--- config.mk ---
export PLATFORM = sky130hd
export DESIGN_NAME = sixteen_bit_timer_counter
export DESIGN_NICKNAME = d
export VERILOG_FILES = /design/src/rtl/timer_one_pkg.sv /design/src/rtl/sixteen_bit_timer_counter.sv
export SDC_FILE = /design/constraint.sdc
export NUM_CORES = 1
export LEC_CHECK = 0
export BUFFER_PORTS_ARGS = -buffer_cell sky130_fd_sc_hd__clkbuf_2
export CAP_MARGIN = 20
export CORE_MARGIN = 10
export CORE_UTILIZATION = 25
export DETAILED_ROUTE_END_ITERATION = 6
export HOLD_SLACK_MARGIN = 0.05
export SLEW_MARGIN = 30
export SYNTH_ARGS = -nofsm -noshare
export SYNTH_HDL_FRONTEND = slang
export SYNTH_SLANG_ARGS = --single-unit
--- constraint.sdc ---
create_clock -name mclk -period 4.8 [get_ports mclk]
set_input_delay 1.2 -clock mclk [delete_from_list [all_inputs] [get_ports mclk]]
set_output_delay 1.2 -clock mclk [all_outputs]
set_load 0.02 [all_outputs]
--- src/rtl/timer_one_pkg.sv ---
// Shared constants and types for the sixteen bit timer/counter.
package timer_one_pkg;
   localparam logic [7:0] PORT_DATA_ADDR = 8'h07;
   localparam logic [7:0] FLAG_REG_ADDR = 8'h0C;
   localparam logic [7:0] COUNT_LOW_ADDR = 8'h0E;
   localparam logic [7:0] COUNT_HIGH_ADDR = 8'h0F;
   localparam logic [7:0] CONTROL_ADDR = 8'h10;
   localparam logic [7:0] PORT_DIR_ADDR = 8'h87;
   localparam logic [7:0] ENABLE_REG_ADDR = 8'h8C;

   localparam int COUNT_ENABLE_POS = 0;
   localparam int CLOCK_SOURCE_POS = 1;
   localparam int SYNC_BYPASS_POS = 2;
   localparam int OSC_ENABLE_POS = 3;
   localparam int PRESCALE_LSB_POS = 4;
   localparam int OVERFLOW_FLAG_POS = 0;
   localparam int OVERFLOW_IRQ_EN_POS = 0;

   localparam logic [5:0] CONTROL_RESET = 6'h00;
   localparam logic [1:0] PORT_DIR_RESET = 2'h3;
   localparam logic [1:0] PORT_DATA_RESET = 2'h0;
   localparam logic [1:0] PHASE_LAST = 2'h3;
   localparam logic [15:0] COUNT_MAX = 16'hFFFF;
   localparam logic [15:0] COUNT_ZERO = 16'h0000;

   typedef struct packed {
      logic [1:0] prescale_select;
      logic osc_enable;
      logic sync_bypass;
      logic clock_source_select;
      logic count_enable;
   } control_type;

   typedef struct packed {
      logic [7:0] addr;
      logic [7:0] wdata;
      logic wr;
      logic rd;
   } bus_req_type;

   typedef enum logic [1:0] {
      arm_off,
      arm_wait_fall,
      arm_ready
   } arm_state_type;
endpackage : timer_one_pkg

--- src/rtl/sixteen_bit_timer_counter.sv ---
// Sixteen bit timer/counter with prescaler, edge synchroniser and overflow flag.
//
// The plain strobed port is this design's own decision.
`timescale 1ns/1ps
module sixteen_bit_timer_counter
   import timer_one_pkg::*;
#(
   parameter int PRESCALE_BITS = 3
) (
   input wire logic mclk,
   input wire logic rst,
   input wire logic [7:0] addr,
   input wire logic [7:0] wdata,
   input wire logic wr,
   input wire logic rd,
   output logic [7:0] rdata,
   input wire logic sleep,
   input wire logic [1:0] special_event,
   input wire logic osc_in_pin_in,
   output logic osc_in_pin_out,
   output logic osc_in_pin_oe,
   input wire logic osc_out_pin_in,
   output logic osc_out_pin_out,
   output logic osc_out_pin_oe,
   output logic osc_power,
   output logic overflow_irq,
   output logic time_base_valid,
   output logic [15:0] time_base
);
   initial begin
      if (PRESCALE_BITS < 3) begin
         $error("PRESCALE_BITS must be at least 3");
      end
   end

   function automatic logic [PRESCALE_BITS-1:0] prescale_mask(input logic [1:0] sel);
      logic [PRESCALE_BITS-1:0] m;
      m = '0;
      case (sel)
         2'b00: m = '0;
         2'b01: m[0] = 1'b1;
         2'b10: m[1:0] = 2'b11;
         default: m[2:0] = 3'b111;
      endcase
      return m;
   endfunction : prescale_mask

   bus_req_type req;
   control_type control_ff;
   logic [7:0] count_low_byte_ff;
   logic [7:0] count_high_byte_ff;
   logic overflow_flag_ff;
   logic overflow_irq_enable_ff;
   logic [1:0] port_dir_ff;
   logic [1:0] port_data_ff;
   logic [1:0] phase_ff;
   logic [PRESCALE_BITS-1:0] prescale_ff;
   logic [1:0] osc_in_sync_ff;
   logic [1:0] osc_out_sync_ff;
   logic ext_prev_ff;
   arm_state_type arm_ff;
   logic [7:0] rdata_ff;
   logic ext_level;
   logic ext_rise;
   logic ext_fall;
   logic counter_mode;
   logic async_mode;
   logic raw_tick;
   logic prescale_tick;
   logic inc_allowed;
   logic inc;
   logic [15:0] count;
   logic [15:0] nxt_count;
   logic wrap;
   logic trigger;
   logic write_low;
   logic write_high;

   assign req = '{addr: addr, wdata: wdata, wr: wr, rd: rd};
   assign count = {count_high_byte_ff, count_low_byte_ff};
   assign counter_mode = control_ff.clock_source_select;
   assign async_mode = counter_mode && control_ff.sync_bypass;

   always_ff @(posedge mclk) begin
      osc_in_sync_ff <= {osc_in_sync_ff[0], osc_in_pin_in};
      osc_out_sync_ff <= {osc_out_sync_ff[0], osc_out_pin_in};
   end

   assign ext_level = control_ff.osc_enable ? osc_in_sync_ff[1] : osc_out_sync_ff[1];

   always_ff @(posedge mclk) begin
      if (rst) begin
         ext_prev_ff <= 1'b0;
      end else begin
         ext_prev_ff <= ext_level;
      end
   end

   assign ext_rise = ext_level && !ext_prev_ff;
   assign ext_fall = !ext_level && ext_prev_ff;

   always_ff @(posedge mclk) begin
      if (rst) begin
         arm_ff <= arm_off;
      end else begin
         case (arm_ff)
            arm_off: begin
               if (counter_mode && control_ff.count_enable) begin
                  arm_ff <= arm_wait_fall;
               end
            end
            arm_wait_fall: begin
               if (!(counter_mode && control_ff.count_enable)) begin
                  arm_ff <= arm_off;
               end else if (ext_fall) begin
                  arm_ff <= arm_ready;
               end
            end
            arm_ready: begin
               if (!(counter_mode && control_ff.count_enable)) begin
                  arm_ff <= arm_off;
               end
            end
            default: arm_ff <= arm_off;
         endcase
      end
   end

   // Instruction cycle phase: one tick every fourth oscillator clock.
   always_ff @(posedge mclk) begin
      if (rst) begin
         phase_ff <= 2'h0;
      end else begin
         phase_ff <= phase_ff + 2'h1;
      end
   end

   always_comb begin
      if (counter_mode) begin
         raw_tick = ext_rise && arm_ff == arm_ready;
      end else begin
         raw_tick = phase_ff == PHASE_LAST;
      end
   end

   assign prescale_tick = raw_tick && ((prescale_ff & prescale_mask(control_ff.prescale_select))
      == prescale_mask(control_ff.prescale_select));

   // The prescaler sees every qualified edge, also during sleep.
   always_ff @(posedge mclk) begin
      if (rst) begin
         prescale_ff <= '0;
      end else if (!control_ff.count_enable) begin
         prescale_ff <= '0;
      end else if (raw_tick) begin
         if (prescale_tick) begin
            prescale_ff <= '0;
         end else begin
            prescale_ff <= prescale_ff + 1'b1;
         end
      end
   end

   always_comb begin
      if (!control_ff.count_enable) begin
         inc_allowed = 1'b0;
      end else if (!counter_mode) begin
         inc_allowed = !sleep;
      end else if (async_mode) begin
         inc_allowed = 1'b1;
      end else begin
         inc_allowed = !sleep;
      end
   end

   assign inc = prescale_tick && inc_allowed;
   assign nxt_count = count + 16'h0001;
   assign wrap = inc && count == COUNT_MAX;
   assign trigger = |special_event;
   assign write_low = req.wr && req.addr == COUNT_LOW_ADDR;
   assign write_high = req.wr && req.addr == COUNT_HIGH_ADDR;

   // The count pair has no reset term on purpose.
   always_ff @(posedge mclk) begin
      if (write_low || write_high) begin
         if (write_low) begin
            count_low_byte_ff <= req.wdata;
         end
         if (write_high) begin
            count_high_byte_ff <= req.wdata;
         end
      end else if (trigger) begin
         count_low_byte_ff <= COUNT_ZERO[7:0];
         count_high_byte_ff <= COUNT_ZERO[15:8];
      end else if (inc) begin
         count_low_byte_ff <= nxt_count[7:0];
         count_high_byte_ff <= nxt_count[15:8];
      end
   end

   always_ff @(posedge mclk) begin
      if (rst) begin
         overflow_flag_ff <= 1'b0;
      end else if (wrap && !trigger) begin
         overflow_flag_ff <= 1'b1;
      end else if (req.wr && req.addr == FLAG_REG_ADDR) begin
         overflow_flag_ff <= req.wdata[OVERFLOW_FLAG_POS];
      end
   end

   always_ff @(posedge mclk) begin
      if (rst) begin
         overflow_irq_enable_ff <= 1'b0;
      end else if (req.wr && req.addr == ENABLE_REG_ADDR) begin
         overflow_irq_enable_ff <= req.wdata[OVERFLOW_IRQ_EN_POS];
      end
   end

   always_ff @(posedge mclk) begin
      if (rst) begin
         control_ff <= CONTROL_RESET;
      end else if (req.wr && req.addr == CONTROL_ADDR) begin
         control_ff <= req.wdata[5:0];
      end
   end

   always_ff @(posedge mclk) begin
      if (rst) begin
         port_dir_ff <= PORT_DIR_RESET;
         port_data_ff <= PORT_DATA_RESET;
      end else begin
         if (req.wr && req.addr == PORT_DIR_ADDR) begin
            port_dir_ff <= req.wdata[1:0];
         end
         if (req.wr && req.addr == PORT_DATA_ADDR) begin
            port_data_ff <= req.wdata[1:0];
         end
      end
   end

   always_ff @(posedge mclk) begin
      if (rst) begin
         rdata_ff <= 8'h00;
      end else if (req.rd) begin
         case (req.addr)
            CONTROL_ADDR: rdata_ff <= {2'b00, control_ff};
            COUNT_LOW_ADDR: rdata_ff <= count_low_byte_ff;
            COUNT_HIGH_ADDR: rdata_ff <= count_high_byte_ff;
            FLAG_REG_ADDR: rdata_ff <= {7'h00, overflow_flag_ff};
            ENABLE_REG_ADDR: rdata_ff <= {7'h00, overflow_irq_enable_ff};
            PORT_DIR_ADDR: rdata_ff <= {6'h00, port_dir_ff};
            PORT_DATA_ADDR: begin
               if (control_ff.osc_enable) begin
                  rdata_ff <= 8'h00;
               end else begin
                  rdata_ff <= {6'h00, osc_in_sync_ff[1], osc_out_sync_ff[1]};
               end
            end
            default: rdata_ff <= 8'h00;
         endcase
      end else begin
         rdata_ff <= 8'h00;
      end
   end

   assign rdata = rdata_ff;
   assign osc_out_pin_out = port_data_ff[0];
   assign osc_in_pin_out = port_data_ff[1];
   assign osc_out_pin_oe = !control_ff.osc_enable && !port_dir_ff[0];
   assign osc_in_pin_oe = !control_ff.osc_enable && !port_dir_ff[1];
   assign osc_power = control_ff.osc_enable;
   assign overflow_irq = overflow_flag_ff && overflow_irq_enable_ff;
   assign time_base_valid = !async_mode;
   assign time_base = async_mode ? COUNT_ZERO : count;
endmodule : sixteen_bit_timer_counter

==> results of run 1 <==
[metal layers]
layer	vias to the layer above	track usage, %	wire, um
met5	-	0	0
li1	1137	-	-
met1	1112	13.5	3390
met3	12	3.56	596
met2	91	16.3	3530
met4	0	3.28	126
[cells by family (layout without fill, tap and decap cells)]
group | after synthesis | count (layout)
AND/OR/NAND/NOR | 129 | 129
XOR/XNOR | 11 | 11
multiplexers | 13 | 13
AO/OA/AOI/OAI | 56 | 56
buffers and inverters | 21 | 71
flip-flops | 48 | 48
adder cells (fa/ha/maj) | 3 | 3
[final cells by class]
| cell class | count | area, um2 | area share (%) |
|---|---|---|---|
| Sequential cell | 48 | 1120 | 36.5 |
| Inverter | 6 | 22.5 | 0.734 |
| Tap cell | 136 | 170 | 5.55 |
| Timing Repair Buffer | 57 | 288 | 9.38 |
| Clock buffer | 8 | 100 | 3.26 |
| Multi-Input combinational cell | 212 | 1370 | 44.5 |
[state kept, by name, summed over array words and instances, names as in the netlist, 2 cells and up]
name	count
control_ff	4
port_data_ff	2
osc_out_sync_ff	2
arm_ff	2
port_dir_ff	2
count_high_byte_ff	8
rdata	8
phase_ff	2
prescale_ff	3
osc_in_sync_ff	2
count_low_byte_ff	8
[worst max-delay path, cell delays in order]
cell	delay (ns)
sky130_fd_sc_hd__clkbuf_2	0.24
sky130_fd_sc_hd__or4b_2	0.74
sky130_fd_sc_hd__nor2_1	0.59
sky130_fd_sc_hd__nand3_1	0.18
sky130_fd_sc_hd__a21oi_1	0.18
[worst min path at each step]
stage,to,slack (ns),depth (start not counted)
floorplan,osc_in_sync_ff[1],0.31,0
global placement,osc_out_sync_ff[1],0.31,0
detailed placement,osc_in_sync_ff[1],0.31,0
CTS,osc_in_sync_ff[1],0.33,0
global route,osc_out_sync_ff[1],0.35,0
finish,osc_in_sync_ff[1],0.33,0
[placed cells by master, fill, tap and decap left out, types with 2 or more instances in the layout]
| master | instances |
|---|---|
| sky130_fd_sc_hd__clkbuf_2 | 56 |
| sky130_fd_sc_hd__nand2_1 | 33 |
| sky130_fd_sc_hd__dfxtp_1 | 32 |
| sky130_fd_sc_hd__nand3_1 | 21 |
| sky130_fd_sc_hd__and2_1 | 19 |
| sky130_fd_sc_hd__edfxtp_1 | 16 |
| sky130_fd_sc_hd__o21ai_0 | 14 |
| sky130_fd_sc_hd__nor2_1 | 14 |
| sky130_fd_sc_hd__a21oi_1 | 13 |
| sky130_fd_sc_hd__mux2i_1 | 12 |
| sky130_fd_sc_hd__xor2_1 | 10 |
| sky130_fd_sc_hd__nand4_1 | 8 |
| sky130_fd_sc_hd__clkbuf_8 | 7 |
| sky130_fd_sc_hd__inv_1 | 6 |
| sky130_fd_sc_hd__o211ai_1 | 5 |
| sky130_fd_sc_hd__or4_1 | 4 |
| sky130_fd_sc_hd__nor3_1 | 4 |
| sky130_fd_sc_hd__nor3b_1 | 4 |
| sky130_fd_sc_hd__nand2b_1 | 3 |
| sky130_fd_sc_hd__a22oi_1 | 3 |
| sky130_fd_sc_hd__a222oi_1 | 3 |
| sky130_fd_sc_hd__ha_1 | 3 |
| sky130_fd_sc_hd__nor4b_1 | 2 |
| sky130_fd_sc_hd__and4b_1 | 2 |
| sky130_fd_sc_hd__and4_1 | 2 |
| sky130_fd_sc_hd__a21boi_0 | 2 |
| sky130_fd_sc_hd__a211oi_1 | 2 |
| sky130_fd_sc_hd__a31oi_1 | 2 |
| sky130_fd_sc_hd__nor2b_1 | 2 |
[power groups by stage]
stage                     Clock (mW)  Sequential [mW]  Combinational, mW
after detailed placement           0            0.460             0.0914
final                          0.264            0.451             0.0912
after global placement             0            0.460             0.0897
after global routing           0.290            0.454              0.101
after floorplan                    0            0.453             0.0549
after CTS                      0.272            0.450             0.0916
==> run summary, run 1 <==
STA
-----------------------------------------------------------------------------------------------------------------
Unrepaired setup endpoints after global routing                                                                no
Final number of setup-violating endpoints                                                                       0
Worst-case hold slack                                                                                    0.331 ns
Period utilization                                                                                          60.7%
Final period demand of the worst path                                                                     2.91 ns
Normalized max-slew margin                                                                                  40.5%
Maximum frequency from static timing analysis                                                           0.343 GHz
Actual slew at the worst max-slew pin                                                                    0.892 ns
Worst-case clock skew                                                                                  0.00710 ns
Slew Viols, Final                                                                                               0
Count of endpoints failing hold in the final timing report                                                      0
Least setup slack across all paths after layout                                                           1.89 ns
Setup TNS                                                                                                    0 ns

ROUTE
-----------------------------------------------------------------------------------------------------------------
Vias per cell                                                                                                5.04
Avg WL per Cell                                                                                           16.4 um
Count of unresolved DRC violations after routing                                                                0
Vias post-DR                                                                                                 2352
WL final                                                                                                  7640 um
DRT antenna net count                                                                                           0
First-pass iteration count of the detailed router                                                               6
Number of DRC markers in iteration 0                                                                          168

CLOCK TREE
-----------------------------------------------------------------------------------------------------------------
Setup bufs post-CTS                                                                                             0
Root Driver                                                                                          sky130_fd_sc_hd__clkbuf_8
Post-cts resize count                                                                                           0
Hold-fix buffers at CTS                                                                                         0
Sink count of the clock tree                                                                                   48
Clock input transition at the sequential cells of the worst setup and hold paths                          0.09 ns
Clock latency on the worst-skew pair                                                                      0.30 ns
TritonCTS clock tree                                                                                         done
Maximum level of the CTS H-tree                                                                                 2
Clock buffers created by TritonCTS                                                                              5
Bufs on Longest Clock Path                                                                                      2

FLOORPLAN
-----------------------------------------------------------------------------------------------------------------
Initial Util                                                                                                25.3%
Die area                                                                                                14800 um2
Width of the chip                                                                                          122 um
Placeable core region                                                                                   10200 um2
Site row count                                                                                                 37
Die height                                                                                                 122 um
Top-level port count                                                                                           56

MIN PATH
-----------------------------------------------------------------------------------------------------------------
Hold WC Path Type                                                                                         reg2reg
Hold wc startpoint                                                                                   osc_in_sync_ff[0]

YOSYS
-----------------------------------------------------------------------------------------------------------------
Synth unique cells                                                                                             57
Gate count of the mapped netlist                                                                              281
Synthesized-area fraction occupied by and/or/nand/nor cells                                                 27.9%
Share of the yosys chip area belonging to registers                                                         43.4%
Parity-gate share of the synthesized area counting xor and xnor cells                                       3.73%
Number of synthesized register bits                                                                            48
Arithmetic-cell share of the synthesized area counting full adders, half adders and majority gates          1.45%
Area leader, netlist                                                                                 sky130_fd_sc_hd__dfxtp_1
Synth Area in Compound Gates                                                                                14.7%
Synthesis Warnings                                                                                              0
Prevailing post-synth register cell                                                                  sky130_fd_sc_hd__dfxtp_1
Ranking of synthesized cells by area                                                                 sky130_fd_sc_hd__dfxtp_1 (25%), sky130_fd_sc_hd__edfxtp_1 (19%), sky130_fd_sc_hd__nand2_1 (4.8%)
Commonest cells in the synthesized netlist                                                           sky130_fd_sc_hd__nand2_1 (33), sky130_fd_sc_hd__dfxtp_1 (32), sky130_fd_sc_hd__nand3_1 (21)
Cell with the most instances after synthesis                                                         sky130_fd_sc_hd__nand2_1
Post-synthesis average cell area                                                                         9.19 um2
Combinational family with the most area after synthesis                                              simple AND/OR/NAND/NOR gates
Post-synth ARST share                                                                                          0%
Post-synth EDFFs                                                                                               16
Proportion of netlist area held by the largest area contributor                                             24.8%
Proportion of synthesized area in mux cells                                                                 5.09%
Netlist area before placement                                                                            2580 um2
Post-Synthesis Net Count                                                                                      309

WORST SETUP PATH
-----------------------------------------------------------------------------------------------------------------
Kind of capture point of the worst setup path                                                            register
CP Max Fanout                                                                                                  16
Worst r2r path cells                                                                                            4
Launching instance or port of the critical path                                                           addr[0]
Reg-to-Reg End                                                                                       count_high_byte_ff[1]
Kind of launch point of the worst setup path                                                            input pin
Crit path kind                                                                                             in2reg
Register-to-Register Setup Slack                                                                          1.95 ns
Req. time, crit path                                                                                      5.02 ns
Worst flop-to-flop path startpoint                                                                   counter_mode
Critical Path Sink                                                                                   control_ff[5]
Worst Path Arrival                                                                                        3.14 ns

PLACE
-----------------------------------------------------------------------------------------------------------------
Placed wire-length estimate after detailed placement                                                      6030 um
Post-detailed-placement cell area                                                                        2960 um2
Number of placed instances, taps included                                                                     458
Number of input and output port buffers inserted                                                               55
Routability cong.                                                                                           0.895
Worst setup timing slack at the placement stage                                                           1.60 ns

PWR
-----------------------------------------------------------------------------------------------------------------
Leakage component of the power                                                                            1.16 nW
Power Density                                                                                          263 nW/um2
Overall Power                                                                                            0.806 mW
Sw power                                                                                                 0.206 mW
Sequential fraction of design power                                                                         55.9%
Int Power                                                                                                0.600 mW
Switching part of the total power                                                                           25.6%
Share of total power in combinational logic                                                                 11.3%
Peak supply drop                                                                                       0.000150 V
Fraction of power consumed by the clock network                                                             32.7%

GLOBAL ROUTE
-----------------------------------------------------------------------------------------------------------------
Initial antenna violation count                                                                                 0
First-pass GRT wire length                                                                               12500 um
Global router's overall resource usage                                                                      10.5%
Total congestion overflow after global routing                                                                  0
Maximum number of pins on one net before global-route repair                                                   18
Via count of the first global-routing pass                                                                   2357

CELLS AND AREA
-----------------------------------------------------------------------------------------------------------------
Number of inserted filler cells in the final layout                                                          1129
Count of placed standard cells in the final layout, fillers left out                                          467
Number of diodes                                                                                                0
Total non-filler cell area in the finished layout                                                        3070 um2
Final nets                                                                                                    358
Area growth from synthesis to final layout                                                                  18.9%
Post-layout utilization of the core                                                                         30.1%
Proportion of layout cells with a drive suffix above 1                                                      22.1%

JOB
-----------------------------------------------------------------------------------------------------------------
Reported max-cap violation count                                                                                0

OUTCOME
-----------------------------------------------------------------------------------------------------------------
Status                                                                                               finished clean

Power figures use the tool's default switching activity.
==> run 2, diff against run 1 <==
==> constraint.sdc (replaced) <==
create_clock -name mclk -period 2.9 [get_ports mclk]
set_input_delay 0.725 -clock mclk [delete_from_list [all_inputs] [get_ports mclk]]
set_output_delay 0.725 -clock mclk [all_outputs]
set_load 0.02 [all_outputs]
==> run 2 against run 1 <==
Clock-buffer cell count shrank 1. Cell count grew 1.3%. Power grew 60%. Register-to-register slack lost 1.6 ns. Combinational power grew 66%. Clock power grew 49%. Sequential share of layout area shrank 0.38 points. Worst hold slack gained 0.0030 ns. Flip-flop and latch count is the same. Global-route usage shrank 0.29 points. Critical path depth shrank 1. Cell area grew 1.1%. Largest cell class unchanged.
==> run summary, run 2 (synthesis gave the netlist of run 1 again) <==
OUTCOME
-----------------------------------------------------------------------------------------------
Status                                                                             finished clean

PLACE
-----------------------------------------------------------------------------------------------
Number of input and output port buffers inserted                                             55
Worst setup timing slack at the placement stage                                        0.257 ns
Routability cong.                                                                         0.867
Placed wire-length estimate after detailed placement                                    6010 um
Number of placed instances, taps included                                                   465

GLOBAL ROUTE
-----------------------------------------------------------------------------------------------
Maximum number of pins on one net before global-route repair                                 17
Via count of the first global-routing pass                                                 2327
Total congestion overflow after global routing                                                0
Initial antenna violation count                                                               0
Global router's overall resource usage                                                    10.2%
First-pass GRT wire length                                                             12100 um

PWR
-----------------------------------------------------------------------------------------------
Switching part of the total power                                                         26.5%
Fraction of power consumed by the clock network                                           30.5%
Int Power                                                                              0.949 mW
Power Density                                                                        416 nW/um2
Share of total power in combinational logic                                               11.7%
Sw power                                                                               0.343 mW
Leakage component of the power                                                          1.19 nW
Sequential fraction of design power                                                       57.8%
Peak supply drop                                                                     0.000250 V

CLOCK TREE
-----------------------------------------------------------------------------------------------
Bufs on Longest Clock Path                                                                    2
Clock latency on the worst-skew pair                                                    0.30 ns
Clock input transition at the sequential cells of the worst setup and hold paths        0.09 ns
Hold-fix buffers at CTS                                                                       0
TritonCTS clock tree                                                                       done
Setup bufs post-CTS                                                                           0
Post-cts resize count                                                                         0
Sink count of the clock tree                                                                 48
Root Driver                                                                        sky130_fd_sc_hd__clkbuf_8
Maximum level of the CTS H-tree                                                               2
Clock buffers created by TritonCTS                                                            5

CELLS AND AREA
-----------------------------------------------------------------------------------------------
Area growth from synthesis to final layout                                                20.1%
Sequential cell area in the final layout                                               1120 um2
Commonest non-fill, non-tap cell in the layout                                     sky130_fd_sc_hd__clkbuf_2
Number of inserted filler cells in the final layout                                        1111
Post-layout utilization of the core                                                       30.4%
Final nets                                                                                  364
Number of diodes                                                                              0
Count of placed standard cells in the final layout, fillers left out                        473
Top library cells by usage in the layout, fill and taps aside                      sky130_fd_sc_hd__clkbuf_2 (55), sky130_fd_sc_hd__nand2_1 (33), sky130_fd_sc_hd__dfxtp_1 (32), sky130_fd_sc_hd__nand3_1 (21), sky130_fd_sc_hd__and2_1 (19)
Proportion of layout cells with a drive suffix above 1                                    23.1%
Area taken by multi-input logic gates                                                  1370 um2

STA
-----------------------------------------------------------------------------------------------
Period utilization                                                                        87.7%
Maximum frequency from static timing analysis                                         0.393 GHz
Unrepaired setup endpoints after global routing                                              no
Final number of setup-violating endpoints                                                     0
Final period demand of the worst path                                                   2.54 ns
Actual slew at the worst max-slew pin                                                  0.892 ns
Normalized max-slew margin                                                                40.6%
Worst-case clock skew                                                                 0.0145 ns
Count of endpoints failing hold in the final timing report                                    0
Slew Viols, Final                                                                             0
Least setup slack across all paths after layout                                        0.357 ns
Setup TNS                                                                                  0 ns

WORST SETUP PATH
-----------------------------------------------------------------------------------------------
Kind of capture point of the worst setup path                                          register
Worst Path Arrival                                                                      2.48 ns
Maximum single-stage delay on the critical path                                         0.73 ns
Crit path kind                                                                          reg2reg
List of cells traversed by the critical path                                       nand4bb_1, o22a_2, or4_4, a22oi_1
CP Max Fanout                                                                                 8
Critical-path cell with the highest stage delay                                    sky130_fd_sc_hd__a22oi_1
Req. time, crit path                                                                    2.83 ns
Number of buffers and inverters on the critical path                                          0
Kind of launch point of the worst setup path                                           register
Family with the most delay on the worst path                                       compound AO/OA/AOI/OAI gates

ROUTE
-----------------------------------------------------------------------------------------------
Vias per cell                                                                              4.90
Count of unresolved DRC violations after routing                                              0
Vias post-DR                                                                               2316
First-pass iteration count of the detailed router                                             5
WL final                                                                                7640 um
Number of DRC markers in iteration 0                                                        228
DRT antenna net count                                                                         0
Avg WL per Cell                                                                         16.2 um

FLOORPLAN
-----------------------------------------------------------------------------------------------
Width of the chip                                                                        122 um
Site row count                                                                               37
Initial Util                                                                              25.3%
Placeable core region                                                                 10200 um2
Die area                                                                              14800 um2
Top-level port count                                                                         56
Die height                                                                               122 um

JOB
-----------------------------------------------------------------------------------------------
Reported max-cap violation count                                                              0

MIN PATH
-----------------------------------------------------------------------------------------------
Hold WC Path Type                                                                       reg2reg

==> run 2: worst paths after layout <==
check	from	end	slack, ns	cells after the start
max	counter_mode	count_high_byte_ff[7]	0.36	4
min	osc_out_sync_ff[0]	osc_out_sync_ff[1]	0.33	0
max reg2reg	counter_mode	count_high_byte_ff[7]	0.36	4
min reg2reg	osc_out_sync_ff[0]	osc_out_sync_ff[1]	0.33	0
==> run 2: layer usage <==
| metal | wire, um | vias up | GRT usage, % | share of wire (%) |
|---|---|---|---|---|
| li1 | - | 1149 | - | - |
| met1 | 3490 | 1081 | 13.2 | 46 |
| met2 | 3530 | 75 | 16.5 | 46 |
| met3 | 524 | 11 | 2.73 | 6.9 |
| met4 | 97 | 0 | 2.76 | 1.3 |
| met5 | 0 | - | 0 | 0 |
==> run 2: final cells by class <==
cell class	count	share of cell area (%)
clock inverters	1	0.282
well taps	136	5.49
flip-flops and latches	48	36.2
repair buffers	63	10.8
clock buffers	7	2.46
multi-input cells	212	44.1
inverters	6	0.726
==> run 2: per-stage QoR <==
stage	hold slack (ns)	area, um2	power (mW)
finish	0.334	3100	1.29
global route	0.351	3100	1.35
CTS	0.335	3100	1.31
detailed placement	0.312	3020	0.914
global placement	0.312	3020	0.911
floorplan	0.310	2580	0.841
==> run 2: power groups by stage <==
| stage | clock, mW | sequential, mW | combinational [mW] |
|---|---|---|---|
| 3_5_place_dp | 0 | 0.761 | 0.153 |
| 3_3_place_gp | 0 | 0.760 | 0.151 |
| 5_1_grt | 0.431 | 0.750 | 0.168 |
| 4_1_cts | 0.407 | 0.746 | 0.153 |
| 2_1_floorplan | 0 | 0.750 | 0.0909 |
| 6_report | 0.394 | 0.746 | 0.151 |
==> run 2: worst register-to-register path, stage by stage, from the launching register on <==
cell and delay (ns):
sky130_fd_sc_hd__dfxtp_1 0.49, sky130_fd_sc_hd__nand4bb_1 0.17, sky130_fd_sc_hd__o22a_2 0.25, sky130_fd_sc_hd__or4_4 0.54
sky130_fd_sc_hd__a22oi_1 0.74
==> run 3, diff against run 2 <==
--- a/config.mk
+++ b/config.mk
@@ -11,6 +11,7 @@
 export CORE_UTILIZATION = 25
 export DETAILED_ROUTE_END_ITERATION = 6
 export HOLD_SLACK_MARGIN = 0.05
+export RECOVER_POWER = 50
 export SLEW_MARGIN = 30
 export SYNTH_ARGS = -nofsm -noshare
 export SYNTH_HDL_FRONTEND = slang
==> run 3 against run 2 <==
Setup slack worse by 0.016 ns. Die area stayed put. Register-to-register slack hardly changed. Flip-flop and latch count stayed put. Critical endpoint unchanged.
==> run summary, run 3 (synthesis gave the netlist of run 1 again) <==
ROUTE
-----------------------------------------------------------------------------------------------
WL final                                                                                7670 um
DRT antenna net count                                                                         0
Avg WL per Cell                                                                         16.2 um
Count of unresolved DRC violations after routing                                              0
First-pass iteration count of the detailed router                                             5
Vias post-DR                                                                               2332
Vias per cell                                                                              4.93
Number of DRC markers in iteration 0                                                        239

GLOBAL ROUTE
-----------------------------------------------------------------------------------------------
Total congestion overflow after global routing                                                0
Via count of the first global-routing pass                                                 2327
Initial antenna violation count                                                               0
Maximum number of pins on one net before global-route repair                                 17
First-pass GRT wire length                                                             12100 um
Global router's overall resource usage                                                    10.2%

STA
-----------------------------------------------------------------------------------------------
Setup TNS                                                                                  0 ns
Maximum frequency from static timing analysis                                         0.391 GHz
Actual slew at the worst max-slew pin                                                  0.887 ns
Slew Viols, Final                                                                             0
Worst-case clock skew                                                                 0.0142 ns
Normalized max-slew margin                                                                40.8%
Period utilization                                                                        88.2%
Final period demand of the worst path                                                   2.56 ns
Count of endpoints failing hold in the final timing report                                    0
Unrepaired setup endpoints after global routing                                              no
Final number of setup-violating endpoints                                                     0

CLOCK TREE
-----------------------------------------------------------------------------------------------
Setup bufs post-CTS                                                                           0
Sink count of the clock tree                                                                 48
Clock input transition at the sequential cells of the worst setup and hold paths        0.09 ns
Maximum level of the CTS H-tree                                                               2
Bufs on Longest Clock Path                                                                    2
Post-cts resize count                                                                         0
TritonCTS clock tree                                                                       done
Hold-fix buffers at CTS                                                                       0
Root Driver                                                                        sky130_fd_sc_hd__clkbuf_8
Clock buffers created by TritonCTS                                                            5
Clock latency on the worst-skew pair                                                    0.30 ns

CELLS AND AREA
-----------------------------------------------------------------------------------------------
Number of diodes                                                                              0
Final nets                                                                                  364
Total non-filler cell area in the finished layout                                      3070 um2
Top library cells by usage in the layout, fill and taps aside                      sky130_fd_sc_hd__clkbuf_2 (38), sky130_fd_sc_hd__nand2_1 (33), sky130_fd_sc_hd__dfxtp_1 (32), sky130_fd_sc_hd__nand3_1 (21), sky130_fd_sc_hd__clkbuf_1 (21)
Commonest non-fill, non-tap cell in the layout                                     sky130_fd_sc_hd__clkbuf_2
Proportion of layout cells with a drive suffix above 1                                    17.2%
Area growth from synthesis to final layout                                                18.9%

WORST SETUP PATH
-----------------------------------------------------------------------------------------------
CP Max Fanout                                                                                11
Most prevalent standard cell on the critical path                                  sky130_fd_sc_hd__clkbuf_1
Req. time, crit path                                                                    2.84 ns
Worst Path Arrival                                                                      2.49 ns
Maximum single-stage delay on the critical path                                         0.75 ns
Kind of capture point of the worst setup path                                          register
Kind of launch point of the worst setup path                                          input pin
List of cells traversed by the critical path                                       clkbuf_1, nor4b_1, clkbuf_1, a21oi_1, a22oi_1
Crit path kind                                                                           in2reg
Critical-path cell with the highest stage delay                                    sky130_fd_sc_hd__a22oi_1

FLOORPLAN
-----------------------------------------------------------------------------------------------
Site row count                                                                               37
Width of the chip                                                                        122 um
Placeable core region                                                                 10200 um2
Die area                                                                              14800 um2
Top-level port count                                                                         56
Die height                                                                               122 um
Initial Util                                                                              25.3%

PLACE
-----------------------------------------------------------------------------------------------
Routability cong.                                                                         0.867
Number of input and output port buffers inserted                                             55
Placed wire-length estimate after detailed placement                                    6010 um
Post-detailed-placement cell area                                                      3020 um2

JOB
-----------------------------------------------------------------------------------------------
Reported max-cap violation count                                                              0

PWR
-----------------------------------------------------------------------------------------------
Peak supply drop                                                                     0.000248 V
Leakage component of the power                                                          1.12 nW
Power Density                                                                        420 nW/um2

MIN PATH
-----------------------------------------------------------------------------------------------
Hold WC Path Type                                                                       reg2reg

OUTCOME
-----------------------------------------------------------------------------------------------
Status                                                                             finished clean

==> run 3: worst max-delay path, delay by kind of cell <==
family	cells	cell delay, ns
compound gates	2	0.90
simple gates	1	0.36
buf+inv	2	0.50
==> run 3: through the flow <==
stage	hold slack [ns]	utilization (%)	cells	setup slack, ns	power [mW]
3_5_place_dp	0.312	29.6	465	0.257	0.914
3_3_place_gp	0.312	29.6	465	0.314	0.911
6_report	0.334	30.1	473	0.341	1.29
2_1_floorplan	0.310	-	281	0.456	0.841
5_1_grt	0.351	30.1	473	0.203	1.35
4_1_cts	0.335	30.4	473	0.366	1.31
==> run 3: worst paths after layout <==
| kind | startpoint | cells past startpoint | endpoint | slack [ns] |
|---|---|---|---|---|
| max | addr[6] | 5 | count_high_byte_ff[7] | 0.34 |
| min | osc_out_sync_ff[0] | 0 | osc_out_sync_ff[1] | 0.33 |
| max reg2reg | counter_mode | 4 | count_high_byte_ff[7] | 0.36 |
| min reg2reg | osc_out_sync_ff[0] | 0 | osc_out_sync_ff[1] | 0.33 |
==> run 3: cell type report <==
cell class | instances | area [um2]
fillers | 1112 | 7120
multi-input cells | 212 | 1360
clock inverters | 1 | 8.76
clock buffers | 7 | 76.3
well taps | 136 | 170
flip-flops and latches | 48 | 1120
inverters | 6 | 22.5
repair buffers | 63 | 307
==> run 3: routing by layer <==
layer | wire length, um | GRT usage [%] | up-vias
met5 | 0 | 0 | -
met4 | 97 | 2.76 | 0
met3 | 550 | 2.73 | 11
met2 | 3540 | 16.5 | 82
met1 | 3490 | 13.2 | 1090
li1 | - | - | 1149
==> run 3: where the power goes <==
part	internal, mW	total [mW]	leakage, nW	switching (mW)
Clock	0.173	0.394	0.0424	0.222
Combinational	0.0553	0.149	0.640	0.0941
Sequential	0.719	0.746	0.437	0.0274
